<file path="config.mk">
export PLATFORM = sky130hd
export DESIGN_NAME = ais_input_select
export DESIGN_NICKNAME = d
export VERILOG_FILES = /design/src/ais_pkg.sv /design/src/ais_route_dec.sv /design/src/ais_input_select.sv
export VERILOG_INCLUDE_DIRS = /design/src
export SDC_FILE = /design/constraint.sdc
export NUM_CORES = 1
export LEC_CHECK = 0
export ABC_CLOCK_PERIOD_IN_PS = 1330
export BUFFER_PORTS_ARGS = -buffer_cell sky130_fd_sc_hd__clkbuf_2
export CORE_ASPECT_RATIO = 0.8
export CORE_MARGIN = 2
export CORE_UTILIZATION = 39
export DETAILED_ROUTE_END_ITERATION = 10
export PLACE_DENSITY_LB_ADDON = 0.1
export SYNTH_ARGS = -nofsm -noshare
export SYNTH_HDL_FRONTEND = slang
export SYNTH_HIERARCHICAL = 1
export SYNTH_SLANG_ARGS = --single-unit
</file>
<file path="constraint.sdc">
create_clock -name pclk -period 1.33 [get_ports pclk]
set_input_delay 0.0665 -clock pclk [delete_from_list [all_inputs] [get_ports pclk]]
set_output_delay 0.0665 -clock pclk [all_outputs]
set_load 0.005 [all_outputs]
</file>
<file path="src/ais_regs.svh">
`ifndef AIS_REGS_SVH
`define AIS_REGS_SVH
// Register offsets (byte addresses)
`define AIS_INPUT_SELECT_OFS 12'h000
`define AIS_STATUS_OFS 12'h004
// Field positions
`define AIS_B_NEG_BIT 31
`define AIS_B_POS_HI 27
`define AIS_B_POS_LO 24
`define AIS_A_NEG_BIT 23
`define AIS_A_POS_HI 19
`define AIS_A_POS_LO 16
// Reset values
`define AIS_INPUT_SELECT_RST 32'h00000000
// Implemented bits of the select register
`define AIS_INPUT_SELECT_MASK 32'h8f8f0000
// Positive select codes
`define AIS_POS_LAST_PIN 4'hc
`define AIS_POS_TEMP 4'hd
`define AIS_POS_INTERNAL_VOLTAGE_REFERENCE 4'he
`define AIS_POS_OPEN 4'hf
`endif

</file>
<file path="src/ais_pkg.sv">
package ais_pkg;
  // One sample setting: negative bit and positive code
  typedef struct packed {
    logic neg_sel;
    logic [3:0] pos_sel;
  } ais_sample_s;

  // Decoded routing of one sample setting
  typedef struct packed {
    logic [12:0] pos_pin_onehot;
    logic pos_temp;
    logic pos_internal_voltage_reference;
    logic pos_open;
    logic neg_input_one;
    logic neg_low_ref;
  } ais_route_s;
endpackage

</file>
<file path="src/ais_route_dec.sv">
`timescale 1ns/1ps
`include "ais_regs.svh"
module ais_route_dec
  import ais_pkg::*;
(
  // Selected setting
  input wire ais_sample_s sample,
  // Decoded routing
  output ais_route_s route
);

  // Positive and negative multiplexer decode
  always_comb
  begin
    route = '0;
    if (sample.pos_sel <= `AIS_POS_LAST_PIN)
      route.pos_pin_onehot = 13'h0001 << sample.pos_sel;
    route.pos_temp = (sample.pos_sel == `AIS_POS_TEMP);
    route.pos_internal_voltage_reference = (sample.pos_sel == `AIS_POS_INTERNAL_VOLTAGE_REFERENCE);
    route.pos_open = (sample.pos_sel == `AIS_POS_OPEN);
    route.neg_input_one = sample.neg_sel;
    route.neg_low_ref = ~sample.neg_sel;
  end

endmodule // ais_route_dec

</file>
<file path="src/ais_input_select.sv">
// How it works
// - Sample B negative: input one or low ref
// - Sample B positive code picks pin/sensor/ref/open
// - Sample A negative: input one or low ref
// - Sample A positive uses same code map
// - Unimplemented bits ignore writes, read zero
`timescale 1ns/1ps
`include "ais_regs.svh"
module ais_input_select
  import ais_pkg::*;
(
  // Clock and reset
  input wire logic pclk,
  input wire logic presetn,
  // APB slave
  input wire logic psel,
  input wire logic penable,
  input wire logic pwrite,
  input wire logic [11:0] paddr,
  input wire logic [31:0] pwdata,
  input wire logic [3:0] pstrb,
  output logic [31:0] prdata,
  output logic pready,
  output logic pslverr,
  // Converter sequencing: high selects sample B setting
  input wire logic sample_b_phase,
  // Raw settings
  output ais_sample_s sample_a_setting,
  output ais_sample_s sample_b_setting,
  // Routing of the active setting to the analog multiplexer
  output ais_route_s active_route
);

  logic [31:0] select_q;
  logic [31:0] select_d;
  logic [31:0] prdata_q;
  logic [31:0] prdata_d;
  logic pslverr_q;
  logic pslverr_d;
  logic phase_q;
  ais_sample_s active_sample;

  // Address is known to the map
  function automatic logic addr_hit(input logic [11:0] a);
    addr_hit = (a == `AIS_INPUT_SELECT_OFS) || (a == `AIS_STATUS_OFS);
  endfunction

  wire access = psel & penable;
  wire wr_sel = access & pwrite & (paddr == `AIS_INPUT_SELECT_OFS);

  // Byte-lane merge, keep only implemented bits
  always_comb
  begin
    select_d = select_q;
    for (int i = 0; i < 4; i++)
      if (pstrb[i])
        select_d[i*8 +: 8] = pwdata[i*8 +: 8];
    select_d = select_d & `AIS_INPUT_SELECT_MASK;
  end

  // Select register
  always_ff @(posedge pclk or negedge presetn)
  begin
    if (!presetn)
      select_q <= `AIS_INPUT_SELECT_RST;
    else if (wr_sel)
      select_q <= select_d;
  end

  // Read data and error answer
  always_comb
  begin
    prdata_d = prdata_q;
    pslverr_d = 1'b0;
    if (access)
    begin
      pslverr_d = ~addr_hit(paddr);
      if (pwrite && paddr == `AIS_STATUS_OFS)
        pslverr_d = 1'b1;
      prdata_d = 32'h00000000;
      if (!pwrite && paddr == `AIS_INPUT_SELECT_OFS)
        prdata_d = select_q & `AIS_INPUT_SELECT_MASK;
      else if (!pwrite && paddr == `AIS_STATUS_OFS)
        prdata_d = {31'h00000000, phase_q};
    end
  end

  // Registered read data
  always_ff @(posedge pclk or negedge presetn)
  begin
    if (!presetn)
      prdata_q <= 32'h00000000;
    else
      prdata_q <= prdata_d;
  end

  // Registered error flag
  always_ff @(posedge pclk or negedge presetn)
  begin
    if (!presetn)
      pslverr_q <= 1'b0;
    else
      pslverr_q <= pslverr_d;
  end

  // Sample phase as seen by the multiplexer
  always_ff @(posedge pclk or negedge presetn)
  begin
    if (!presetn)
      phase_q <= 1'b0;
    else
      phase_q <= sample_b_phase;
  end

  // Zero-wait answer: read data appears with the access cycle
  assign pready = 1'b1;
  assign prdata = access ? prdata_d : prdata_q;
  assign pslverr = access ? pslverr_d : pslverr_q;

  // Field extraction
  assign sample_b_setting.neg_sel = select_q[`AIS_B_NEG_BIT];
  assign sample_b_setting.pos_sel =
    select_q[`AIS_B_POS_HI:`AIS_B_POS_LO];
  assign sample_a_setting.neg_sel = select_q[`AIS_A_NEG_BIT];
  assign sample_a_setting.pos_sel =
    select_q[`AIS_A_POS_HI:`AIS_A_POS_LO];

  // Pick the setting for the current sample
  assign active_sample = phase_q ? sample_b_setting : sample_a_setting;

  // Multiplexer decode; open code and missing pins trusted to software
  ais_route_dec u_dec (
    .sample(active_sample),
    .route(active_route)
  );

endmodule // ais_input_select

</file>
After elaboration in Yosys (flattened, before gate mapping)
Index checks and enable logic that the tools add are counted.
Operators by class
  bitwise operators: 5
  muxes and demuxes: 9
  shifts and indexed selects: 1
  order comparisons: 1
  reduce and logical (&&, ||, !) cells: 8
  equality and inequality tests: 4
Operators with widths (number)
  32-bit 2-to-1 mux: 3
  13-bit 2-to-1 mux: 1
  1-bit by 4-bit left shift with 13-bit output (first input constant): 1
  12-bit by 3-bit == test with 1-bit output (second input constant): 1
  4-bit == test (second input constant): 3
  12-bit zero test: 1
  5-bit 2-to-1 mux: 1
  4-bit less-or-equal comparator (second input constant): 1
  1-bit 2-to-1 mux: 4
  2-bit AND reduction: 2
  1-bit bitwise AND: 3
  1-bit logical AND: 3
  1-bit NOT: 2
  1-bit zero test: 1
  1-bit logical OR: 1
Word-level totals
  logic and storage cells: 33
  bits in registers: 44
  bits of input ports: 54
  output and inout bits: 62

Longest topological paths before layout
Gate-level depths: netlist (run 1).
  depth in word-level cells: 6
  mapped depth: 4
  mapped depth without buffers: 3

Modules after synthesis
Netlist (run 1), hierarchy kept.
By module, submodules not included
  ais_input_select: cells each 115, seq. area each 1101.1 µm², area each 1696.6 µm², times used 1
  ais_route_dec: cells each 22, seq. area each 0.0 µm², area each 237.7 µm², times used 1

Worst setup path before layout (run 1)
OpenSTA, ideal clock, no wires.
  kind: input to register
  start point: input paddr[9]
  end point: register select_q[16]
  library setup time: 0.125 ns
  slack: -0.211 ns
  arrival time: 1.416 ns
  data required time: 1.205 ns
  path buffers: 0
  cell stages on the path: 3
  cells stage by stage: or4_4 > nor4_4 > mux2_2
Between the ends
  cells in the longest elaborated chain, start to end: 3
RTL lines
  start: declaration: RTL line ais_input_select.sv:19  | input wire logic [11:0] paddr,
  12-bit zero test (no source line)
  1-bit bitwise AND: RTL line ais_input_select.sv:49  | wire wr_sel = access & pwrite & (paddr == `AIS_INPUT_SELECT_OFS);
  2-bit AND reduction (no source line)
  end signal: assignment: RTL line ais_input_select.sv:65  | select_q <= `AIS_INPUT_SELECT_RST;
  end signal: assignment: RTL line ais_input_select.sv:67  | select_q <= select_d;
  end: declaration: RTL line ais_input_select.sv:34  | logic [31:0] select_q;
Every way passes these cells.
A chain may end at the register's enable or synchronous reset.

==> results of run 1 <==
[power by group]
part / switching (mW) / internal [mW]
Clock: 0.449 / 0.356
Sequential: 0.00651 / 1.34
Combinational: 0.0938 / 0.0916
[logic make-up (layout without fill, tap and decap cells)]
logic type | after synthesis | in the layout | synth area share
flip-flops | 44 | 44 | 0.569
other | 1 | 1 | 0.00194
buffers and inverters | 11 | 144 | 0.0330
AO/OA/AOI/OAI | 14 | 14 | 0.0595
multiplexers | 15 | 19 | 0.0873
AND/OR/NAND/NOR | 52 | 52 | 0.249
[per-layer routing]
metal | up-vias | share of wire | wire (um)
met5 | - | 0 | 0
met1 | 822 | 0.46 | 2520
met2 | 70 | 0.47 | 2560
li1 | 780 | - | -
met3 | 10 | 0.056 | 303
met4 | 0 | 0.014 | 75
[layout make-up]
| type | count | area share |
|---|---|---|
| clock buffer | 5 | 0.0223 |
| clock inverter | 2 | 0.00406 |
| inverter | 1 | 0.00122 |
| multi-input combinational | 86 | 0.312 |
| sequential | 44 | 0.358 |
| tap | 60 | 0.0244 |
| timing repair buffer | 136 | 0.278 |
[final timing paths]
kind / to / cells after the start
max: active_route[11] / 3
min: select_q[16] / 2
max reg2reg: prdata_q[0] / 7
min reg2reg: prdata_q[6] / 1
max in group asynchronous: phase_q / 3
min in group asynchronous: select_q[31] / 3
[metrics by stage]
step / power (mW) / cell area (um2) / setup WS, ns
3_5_place_dp: 1.51 / 2620 / -0.378
6_report: 2.34 / 3080 / -0.390
3_3_place_gp: 1.51 / 2620 / -0.319
5_1_grt: 2.43 / 3080 / -0.441
4_1_cts: 2.34 / 2990 / -0.380
2_1_floorplan: 1.41 / 2000 / -0.210
[cells in the mapped netlist (all sizes together) (2+ instances only)]
| cell type | n |
|---|---|
| a22o | 11 |
| and2 | 21 |
| clkbuf | 4 |
| mux2 | 15 |
| nor3 | 2 |
| a21oi | 2 |
| or4b | 2 |
| buf | 6 |
| or4 | 2 |
| nand2 | 3 |
| and4bb | 6 |
| nor4 | 4 |
| dfrtp | 44 |
| nor4b | 4 |
| and4b | 4 |
[registers in the layout (all words and copies together) (netlist names)]
name / count
prdata_q: 32
select_q: 10
phase_q: 1
pslverr_q: 1
[what timing repair did]
action | 4_1_cts | 5_1_grt
gates cloned | 4 | 0
setup endpoints to repair | 38 | 41
gates resized for setup | 27 | 22
hold endpoints to repair | 48 | 1
hold buffers | 5 | 1
pin swaps | 23 | 16
setup buffers | 14 | 6
[worst reg2reg max path, cell delays in order, from the launching register on]
cell and delay [ns]:
sky130_fd_sc_hd__dfrtp_2 0.50, sky130_fd_sc_hd__buf_6 0.17, sky130_fd_sc_hd__buf_6 0.11, sky130_fd_sc_hd__buf_6 0.11, sky130_fd_sc_hd__nand2_4 0.05, sky130_fd_sc_hd__nor3_2 0.03
sky130_fd_sc_hd__a22o_1 0.20, sky130_fd_sc_hd__buf_4 0.13
[cells in the final DEF, fill, tap and decap left out, types with 3 or more instances in the layout]
master	synthesis	final
sky130_fd_sc_hd__clkbuf_2	0	78
sky130_fd_sc_hd__dfrtp_1	44	43
sky130_fd_sc_hd__buf_4	6	28
sky130_fd_sc_hd__and2_1	21	21
sky130_fd_sc_hd__mux2_4	0	17
sky130_fd_sc_hd__buf_2	0	12
sky130_fd_sc_hd__buf_6	0	12
sky130_fd_sc_hd__a22o_1	11	11
sky130_fd_sc_hd__dlygate4sd3_1	0	6
sky130_fd_sc_hd__clkbuf_8	0	5
sky130_fd_sc_hd__nor4_4	3	4
sky130_fd_sc_hd__nor4b_4	0	4
sky130_fd_sc_hd__and4b_1	4	4
sky130_fd_sc_hd__and4bb_1	3	3
sky130_fd_sc_hd__and4bb_2	3	3
==> impl_metrics.tcl, run 1 <==
set metrics [dict create \
    status "complete, but fails checks" \
    violated_checks "setup timing" \
    static-leakage-power_nw 1.71 \
    synth.distinct_cells 24 \
    syn_nets 191 \
    grt_util_met3 0.0407 \
    setup_tns_final_ns -9.76 \
    crit_type "reg2out" \
    row_count 22 \
    synth_area_per_cell_um2 14.1 \
    drive_gt1_frac 0.646 \
    yosysTopAreaCell "sky130_fd_sc_hd__dfrtp_1" \
    timing_worst_slew_pin_value_ns 0.539 \
    number_of_antenna_cells_inserted 0 \
    timing.final.hold_violations 0 \
    rsz0062_at_grt "true" \
    slew_headroom 0.641 \
    peakVddDrop_uv 391 \
    achievable-frequency_mhz 581 \
    post_synth_inst_count 137 \
    cts_root_buffer_type "sky130_fd_sc_hd__clkbuf_8" \
    nFillCells 375 \
    whs_ns 0.00694 \
    skew_ns 0.0105 \
    synth_top_flop_cell "sky130_fd_sc_hd__dfrtp_1" \
    timing.critical_path.slowest_stage_cell "sky130_fd_sc_hd__dfrtp_2" \
    register_bit_total_from_synthesis 44 \
    cts.reportedPaths.clkPinSlew_ns 0.09 \
    layoutNonFillerInstCount 334 \
    sequential_fraction_of_the_synthesis_area 0.569 \
    starting_density_of_the_core 0.413 \
    drt-vias-per-instance 5.04 \
    cts_buffer_count 5 \
    final-max-slew-violation-count 0 \
    post_synth_design_cell_area_mm2 0.00193 \
    final_critical_path_setup_slack_ns -0.390 \
    gr-usage-met2 0.332 \
    setup.worst_path.start "phase_q" \
    worst_ep_arrival_time_ns 1.65 \
    io-pin-count 116 \
    global_route.peak_usage_layer "met2" \
    cellPowerDensity_mw_per_mm2 759 \
    routed-via-count 1682 \
    grt-ovfl-total 0 \
    timing.reg2reg.setup_slack_ns -0.06 \
    path_max_fanout 8 \
    first_iter_violations 61 \
    clock_sink_count 44 \
    grt.met1_usage 0.274 \
    grt_start_max_net_pins 45 \
    placedCellCount 299 \
    cp_top_family "flip-flops" \
    areaGrowthSynthToFinish_pct 59.2 \
    area_of_the_placeable_core_mm2 0.00468 \
    maxCapViolCount 0 \
    synth.top_cell.area_share 0.569 \
    synth-async-reset-ratio 1.00 \
    min_path_type "in2reg" \
    timing.critical_path.required_ns 1.26 \
    die-area_mm2 0.00554 \
    routed_wire_length_per_instance_um 16.3 \
    firstDrtPassIters 4 \
    floorplan.die.width_um 82.7 \
    ant_nets 0 \
    clock_tree.htree_level_count 2 \
    multi_input_logic_area_um2 961 \
    globalplace.congestion 0.749 \
    timing.final.crit_share 1.29 \
    die_h_um 67.0 \
    dpl.hpwl_um 3490 \
    place.port_buffers 90 \
    final.min_clock_period_ns 1.72 \
    drcViolationCount 0 \
    layout.core_utilization 0.658 \
    area.sequential_mm2 0.00110 \
    grt_antenna_before_repair 0 \
    critical_path.max_stage_delay_ns 0.50 \
    detail_route.wirelength_um 5460 \
    critPathLaunchType "flop" \
    first_global_vias 1729 \
    number_of_enable_type_register_cells_in_the_synthesized_netlist 0 \
    grt_first_pass_wirelength_um 8290 \
    synth_area_leaders "sky130_fd_sc_hd__dfrtp_1, sky130_fd_sc_hd__mux2_2, sky130_fd_sc_hd__and2_1" \
    timing.critical_path.to_type "output pin" \
    cts_tree "built" \
    final_net_count 328 \
    path_cells "mux2_4 -> and4bb_2 -> clkbuf_2" \
    path_buf_inv 1 \
    clock_insertion_delay_worst_skew_ns 0.30 \
    hold_path.startpoint "pwdata[16]" \
    gr-usage-all-layers 0.206 \
    ys_warn_count 6 \
    clk_path_buf_depth 2 \
    regToRegStartpoint "phase_q" \
    setup_violations 41 \
]
Power figures use the tool's default switching activity.
==> run 2, diff against run 1 <==
Settings changed: CORE_ASPECT_RATIO 0.8 to 0.7.
==> impl_metrics.tcl, run 2 (synthesized netlist as in run 1, its figures left out) <==
set metrics [dict create \
    first_global_vias 1508 \
    cts_root_buffer_type "sky130_fd_sc_hd__clkbuf_8" \
    cts_tree "built" \
    dpl.hpwl_um 3320 \
    final_common_cell "sky130_fd_sc_hd__clkbuf_2" \
    timing.final.crit_share 1.27 \
    place.port_buffers 90 \
    min_path_type "in2reg" \
    starting_density_of_the_core 0.405 \
    p_seq_frac 0.583 \
    first_iter_violations 84 \
    largest_reg_flops 32 \
    cellInternalPower_mw 1.79 \
    regToRegStartpoint "phase_q" \
    leading_cell_types_in_the_layout_fill_and_taps_excluded "sky130_fd_sc_hd__clkbuf_2, sky130_fd_sc_hd__dfrtp_1, sky130_fd_sc_hd__buf_4" \
    placedCellCount 308 \
    grt-ovfl-total 0 \
    cts.reportedPaths.clkPinSlew_ns 0.08 \
    crit_type "reg2out" \
    multi_input_logic_area_um2 953 \
    row_count 21 \
    clock_tree.htree_level_count 2 \
    die_h_um 62.9 \
    maxCapViolCount 0 \
    switchingPower_mw 0.521 \
    final.min_clock_period_ns 1.68 \
    netSwitchingFraction 0.226 \
    largestRegisters "prdata_q (32), select_q (10)" \
    routed-via-count 1632 \
    crit-reg2reg-capture "prdata_q[0]" \
    detail_route.wirelength_um 5240 \
    firstDrtPassIters 4 \
    setup_violations 43 \
    skew_ns 0.00714 \
    clock_insertion_delay_worst_skew_ns 0.29 \
    pre_cts_ws_ns -0.347 \
    grt_antenna_before_repair 0 \
    layoutNonFillerInstCount 335 \
    achievable-frequency_mhz 594 \
    clock_sink_count 44 \
    nFillCells 385 \
    hold_path.startpoint "pwdata[19]" \
    status "complete, but fails checks" \
    floorplan.die.width_um 88.2 \
    static-leakage-power_nw 1.67 \
    number_of_antenna_cells_inserted 0 \
    area_of_the_placeable_core_mm2 0.00478 \
    clk_path_buf_depth 2 \
    routed_wire_length_per_instance_um 15.6 \
    die-area_mm2 0.00555 \
    violated_checks "setup timing" \
    path_max_fanout 8 \
    ant_nets 0 \
    areaGrowthSynthToFinish_pct 58.1 \
    globalplace.congestion 0.763 \
    peakVddDrop_uv 437 \
    rsz0062_at_grt "true" \
    critPathLaunchType "flop" \
    share_clk_of_total_power 0.337 \
    gr-usage-all-layers 0.187 \
    timing.hold.worst_endpoint "select_q[19]" \
    timing.reg2reg.setup_slack_ns -0.05 \
    worst_ep_arrival_time_ns 1.62 \
    timing.critical_path.to_type "output pin" \
    grt_first_pass_wirelength_um 7800 \
    final_critical_path_setup_slack_ns -0.354 \
    drive_gt1_frac 0.643 \
    cts_buffer_count 5 \
    timing.critical_path.required_ns 1.26 \
    regMostFlops "prdata_q" \
    reg2regPathDepth 7 \
    area.sequential_mm2 0.00110 \
    drt-vias-per-instance 4.87 \
    final-max-slew-violation-count 0 \
    grt_start_max_net_pins 45 \
    timing_worst_slew_pin_value_ns 0.539 \
    share_comb_of_total_power 0.080 \
    final_net_count 320 \
    timing.final.hold_violations 0 \
    min_path_cells 2 \
    io-pin-count 116 \
    slew_headroom 0.641 \
    cellPowerDensity_mw_per_mm2 755 \
    drcViolationCount 0 \
]
[run 2: how the worst max path moves through the flow]
stage / startpoint / end / slack, ns / cells after the start
CTS: phase_q / active_route[9] / -0.36 / 3
global route: phase_q / active_route[9] / -0.41 / 3
detailed placement: paddr[3] / select_q[16] / -0.35 / 5
finish: phase_q / active_route[11] / -0.35 / 4
floorplan: paddr[9] / select_q[16] / -0.21 / 3
global placement: paddr[3] / select_q[16] / -0.32 / 5
[run 2: per-layer routing]
layer  up-vias  global-route usage  share of wire  wire length, um
met4         0              0.0587          0.013               68
met3         6              0.0476          0.051              265
met2        55               0.250           0.46             2400
met1       802               0.291           0.48             2510
met5         -                   0              0                0
li1        769                   -              -                -
[run 2: metrics by stage]
step                      hold WS (ns)  power, mW  TNS (ns)   util  instance area [um2]
after global routing           0.00406       2.42    -11.98  0.639                 3060
after global placement           0.161       1.51     -9.95  0.553                 2640
after detailed placement         0.178       1.51    -11.07  0.553                 2640
after floorplan                 -0.229       1.41     -3.70      -                 2000
final                          0.00754       2.31    -10.16  0.639                 3060
after CTS                      0.00381       2.33     -9.35  0.616                 2950
[run 2: timing repair]
item,4_1_cts,5_1_grt
pin swaps,8,16
gates resized for setup,33,14
hold endpoints to repair,46,1
setup buffers,7,8
endpoints found under the setup margin,39,40
hold buffers,3,1
cloned,3,1
[run 2: power groups by stage]
stage	combinational (mW)	clock, mW	sequential [mW]
after CTS	0.177	0.808	1.35
after floorplan	0.0427	0	1.37
after global routing	0.204	0.870	1.35
after global placement	0.138	0	1.37
final	0.185	0.779	1.35
after detailed placement	0.144	0	1.37
[run 2: final cells by class]
type                            instances  area share
Multi-Input combinational cell         85       0.312
Tap cell                               69      0.0282
Timing Repair Buffer                  129       0.272
Clock buffer                            5      0.0225
Inverter                                1     0.00123
Clock inverter                          2     0.00409
Sequential cell                        44       0.360
[run 2: worst max-delay path: stages, from the launching register on]
cell and delay (ns):
sky130_fd_sc_hd__dfrtp_2 0.48, sky130_fd_sc_hd__buf_6 0.17, sky130_fd_sc_hd__mux2_4 0.34, sky130_fd_sc_hd__and4bb_2 0.24, sky130_fd_sc_hd__clkbuf_2 0.11
==> run 3, diff against run 2 <==
==> constraint.sdc (replaced) <==
create_clock -name pclk -period 1.33 [get_ports pclk]
set_input_delay 0.3325 -clock pclk [delete_from_list [all_inputs] [get_ports pclk]]
set_output_delay 0.3325 -clock pclk [all_outputs]
set_load 0.005 [all_outputs]
==> impl_metrics.tcl, run 3 (synthesized netlist as in run 1, its figures left out) <==
set metrics [dict create \
    ant_nets 0 \
    crit_type "in2out" \
    critical_path.max_stage_delay_ns 0.54 \
    starting_density_of_the_core 0.405 \
    setup_violations 71 \
    achievable-frequency_mhz 477 \
    p_seq_frac 0.550 \
    timing.final.crit_share 1.58 \
    grt_antenna_before_repair 0 \
    share_clk_of_total_power 0.356 \
    crit-reg2reg-capture "prdata_q[0]" \
    static-leakage-power_nw 1.90 \
    cts.reportedPaths.clkPinSlew_ns 0.08 \
    violated_checks "setup timing" \
    cellPowerDensity_mw_per_mm2 702 \
    clock_tree.htree_level_count 2 \
    whs_ns 0.00441 \
    leading_cell_types_in_the_layout_fill_and_taps_excluded "sky130_fd_sc_hd__clkbuf_2, sky130_fd_sc_hd__buf_4, sky130_fd_sc_hd__dfrtp_1" \
    globalplace.congestion 0.740 \
    finalPower_mw 2.44 \
    worst_ep_arrival_time_ns 1.76 \
    status "complete, but fails checks" \
    row_count 21 \
    areaGrowthSynthToFinish_pct 79.8 \
    share_comb_of_total_power 0.094 \
    final.min_clock_period_ns 2.10 \
    grt_first_pass_wirelength_um 9130 \
    timing.critical_path.slowest_stage_cell "sky130_fd_sc_hd__or4_4" \
    clock_sink_count 44 \
    path_cells "buf_6 -> or4_4 -> nor4_4 -> buf_4 -> a22o_1 -> buf_2" \
    path_max_fanout 6 \
    gr-usage-all-layers 0.215 \
    grt_start_max_net_pins 45 \
    clock_insertion_delay_worst_skew_ns 0.30 \
    largest_reg_flops 32 \
    die-area_mm2 0.00555 \
    place.port_buffers 90 \
    rsz0062_at_grt "true" \
    routed-via-count 1780 \
    timing.critical_path.required_ns 1.00 \
    detail_route.wirelength_um 5840 \
    peakVddDrop_uv 467 \
    maxCapViolCount 0 \
    drcViolationCount 0 \
    largestRegisters "prdata_q (32), select_q (10)" \
    floorplan.die.width_um 88.2 \
    first_iter_violations 70 \
    cts_buffer_count 5 \
    netSwitchingFraction 0.229 \
    regMostFlops "prdata_q" \
    timing.reg2reg.setup_slack_ns 0.21 \
    clk_path_buf_depth 2 \
    skew_ns 0.00718 \
    final_critical_path_setup_slack_ns -0.766 \
    first_global_vias 1847 \
    regToRegStartpoint "phase_q" \
    timing.final.hold_violations 0 \
    setup_tns_final_ns -26.73 \
    critPathLaunchType "input pin" \
    io-pin-count 116 \
    final_net_count 348 \
    drt-vias-per-instance 4.89 \
    firstDrtPassIters 4 \
    reg2regPathDepth 5 \
    cts_tree "built" \
    min_path_type "in2async" \
    final-max-slew-violation-count 0 \
    routed_wire_length_per_instance_um 16.0 \
    area_of_the_placeable_core_mm2 0.00478 \
    die_h_um 62.9 \
    number_of_antenna_cells_inserted 0 \
    dpl.hpwl_um 3480 \
    final_common_cell "sky130_fd_sc_hd__clkbuf_2" \
    timing.critical_path.to_type "output pin" \
    cts_root_buffer_type "sky130_fd_sc_hd__clkbuf_8" \
    switchingPower_mw 0.560 \
    drive_gt1_frac 0.756 \
    cellInternalPower_mw 1.88 \
    grt-ovfl-total 0 \
    pre_cts_ws_ns -0.776 \
]
-- run 3: changes by cell type in the layout (fill, tap and decap cells not counted), moves of 6 or more --
| cell | before | now |
|---|---|---|
| sky130_fd_sc_hd__buf_4 | 22 | 45 |
| sky130_fd_sc_hd__buf_6 | 12 | 38 |
| sky130_fd_sc_hd__clkbuf_2 | 81 | 56 |
| sky130_fd_sc_hd__and2_1 | 21 | 0 |
| sky130_fd_sc_hd__buf_2 | 8 | 14 |
| sky130_fd_sc_hd__and2_4 | 0 | 21 |
-- run 3: how the worst max path moves through the flow --
stage	from	endpoint	depth (start not counted)
after CTS	paddr[5]	prdata[23]	6
after detailed placement	paddr[5]	prdata[26]	6
final	paddr[10]	prdata[23]	6
after floorplan	paddr[5]	prdata[16]	3
after global routing	paddr[10]	prdata[27]	6
after global placement	paddr[5]	prdata[27]	6
-- run 3: cell type report --
type	instances	area [um2]
Sequential cell	44	1100
Clock inverter	1	7.51
Fill cell	344	1310
Inverter	1	3.75
Clock buffer	7	86.3
Multi-Input combinational cell	86	1020
Timing Repair Buffer	156	1170
Tap cell	69	86.3
-- run 3: metrics by stage --
step	util	area, um2	std cells
floorplan	-	2070	137
global placement	0.574	2750	315
detailed placement	0.574	2750	315
CTS	0.682	3260	354
global route	0.727	3480	364
finish	0.727	3480	364
-- run 3: power by group through the flow --
stage / Sequential (mW) / Combinational, mW / Clock (mW)
after detailed placement: 1.37 / 0.151 / 0
after global routing: 1.34 / 0.247 / 0.973
final: 1.34 / 0.230 / 0.870
after floorplan: 1.37 / 0.0465 / 0
after global placement: 1.37 / 0.146 / 0
after CTS: 1.34 / 0.224 / 0.904
-- run 3: critical path, delay by kind of cell --
family | cells | cell delay (ns)
compound gates | 1 | 0.15
buf+inv | 3 | 0.41
simple gates | 2 | 0.87
-- run 3: per-layer routing --
layer,vias to the layer above,wire length (um),global-route usage
met5,-,0,0
met4,0,117,0.0682
met3,9,269,0.0436
li1,827,-,-
met2,65,2690,0.319
met1,879,2770,0.316
-- run 3: repair_timing --
action,CTS,global route
buffers inserted,25,22
resized for setup,54,52
hold buffers,0,0
endpoints found under the setup margin,73,80
pin swaps,34,27
cloned,7,0
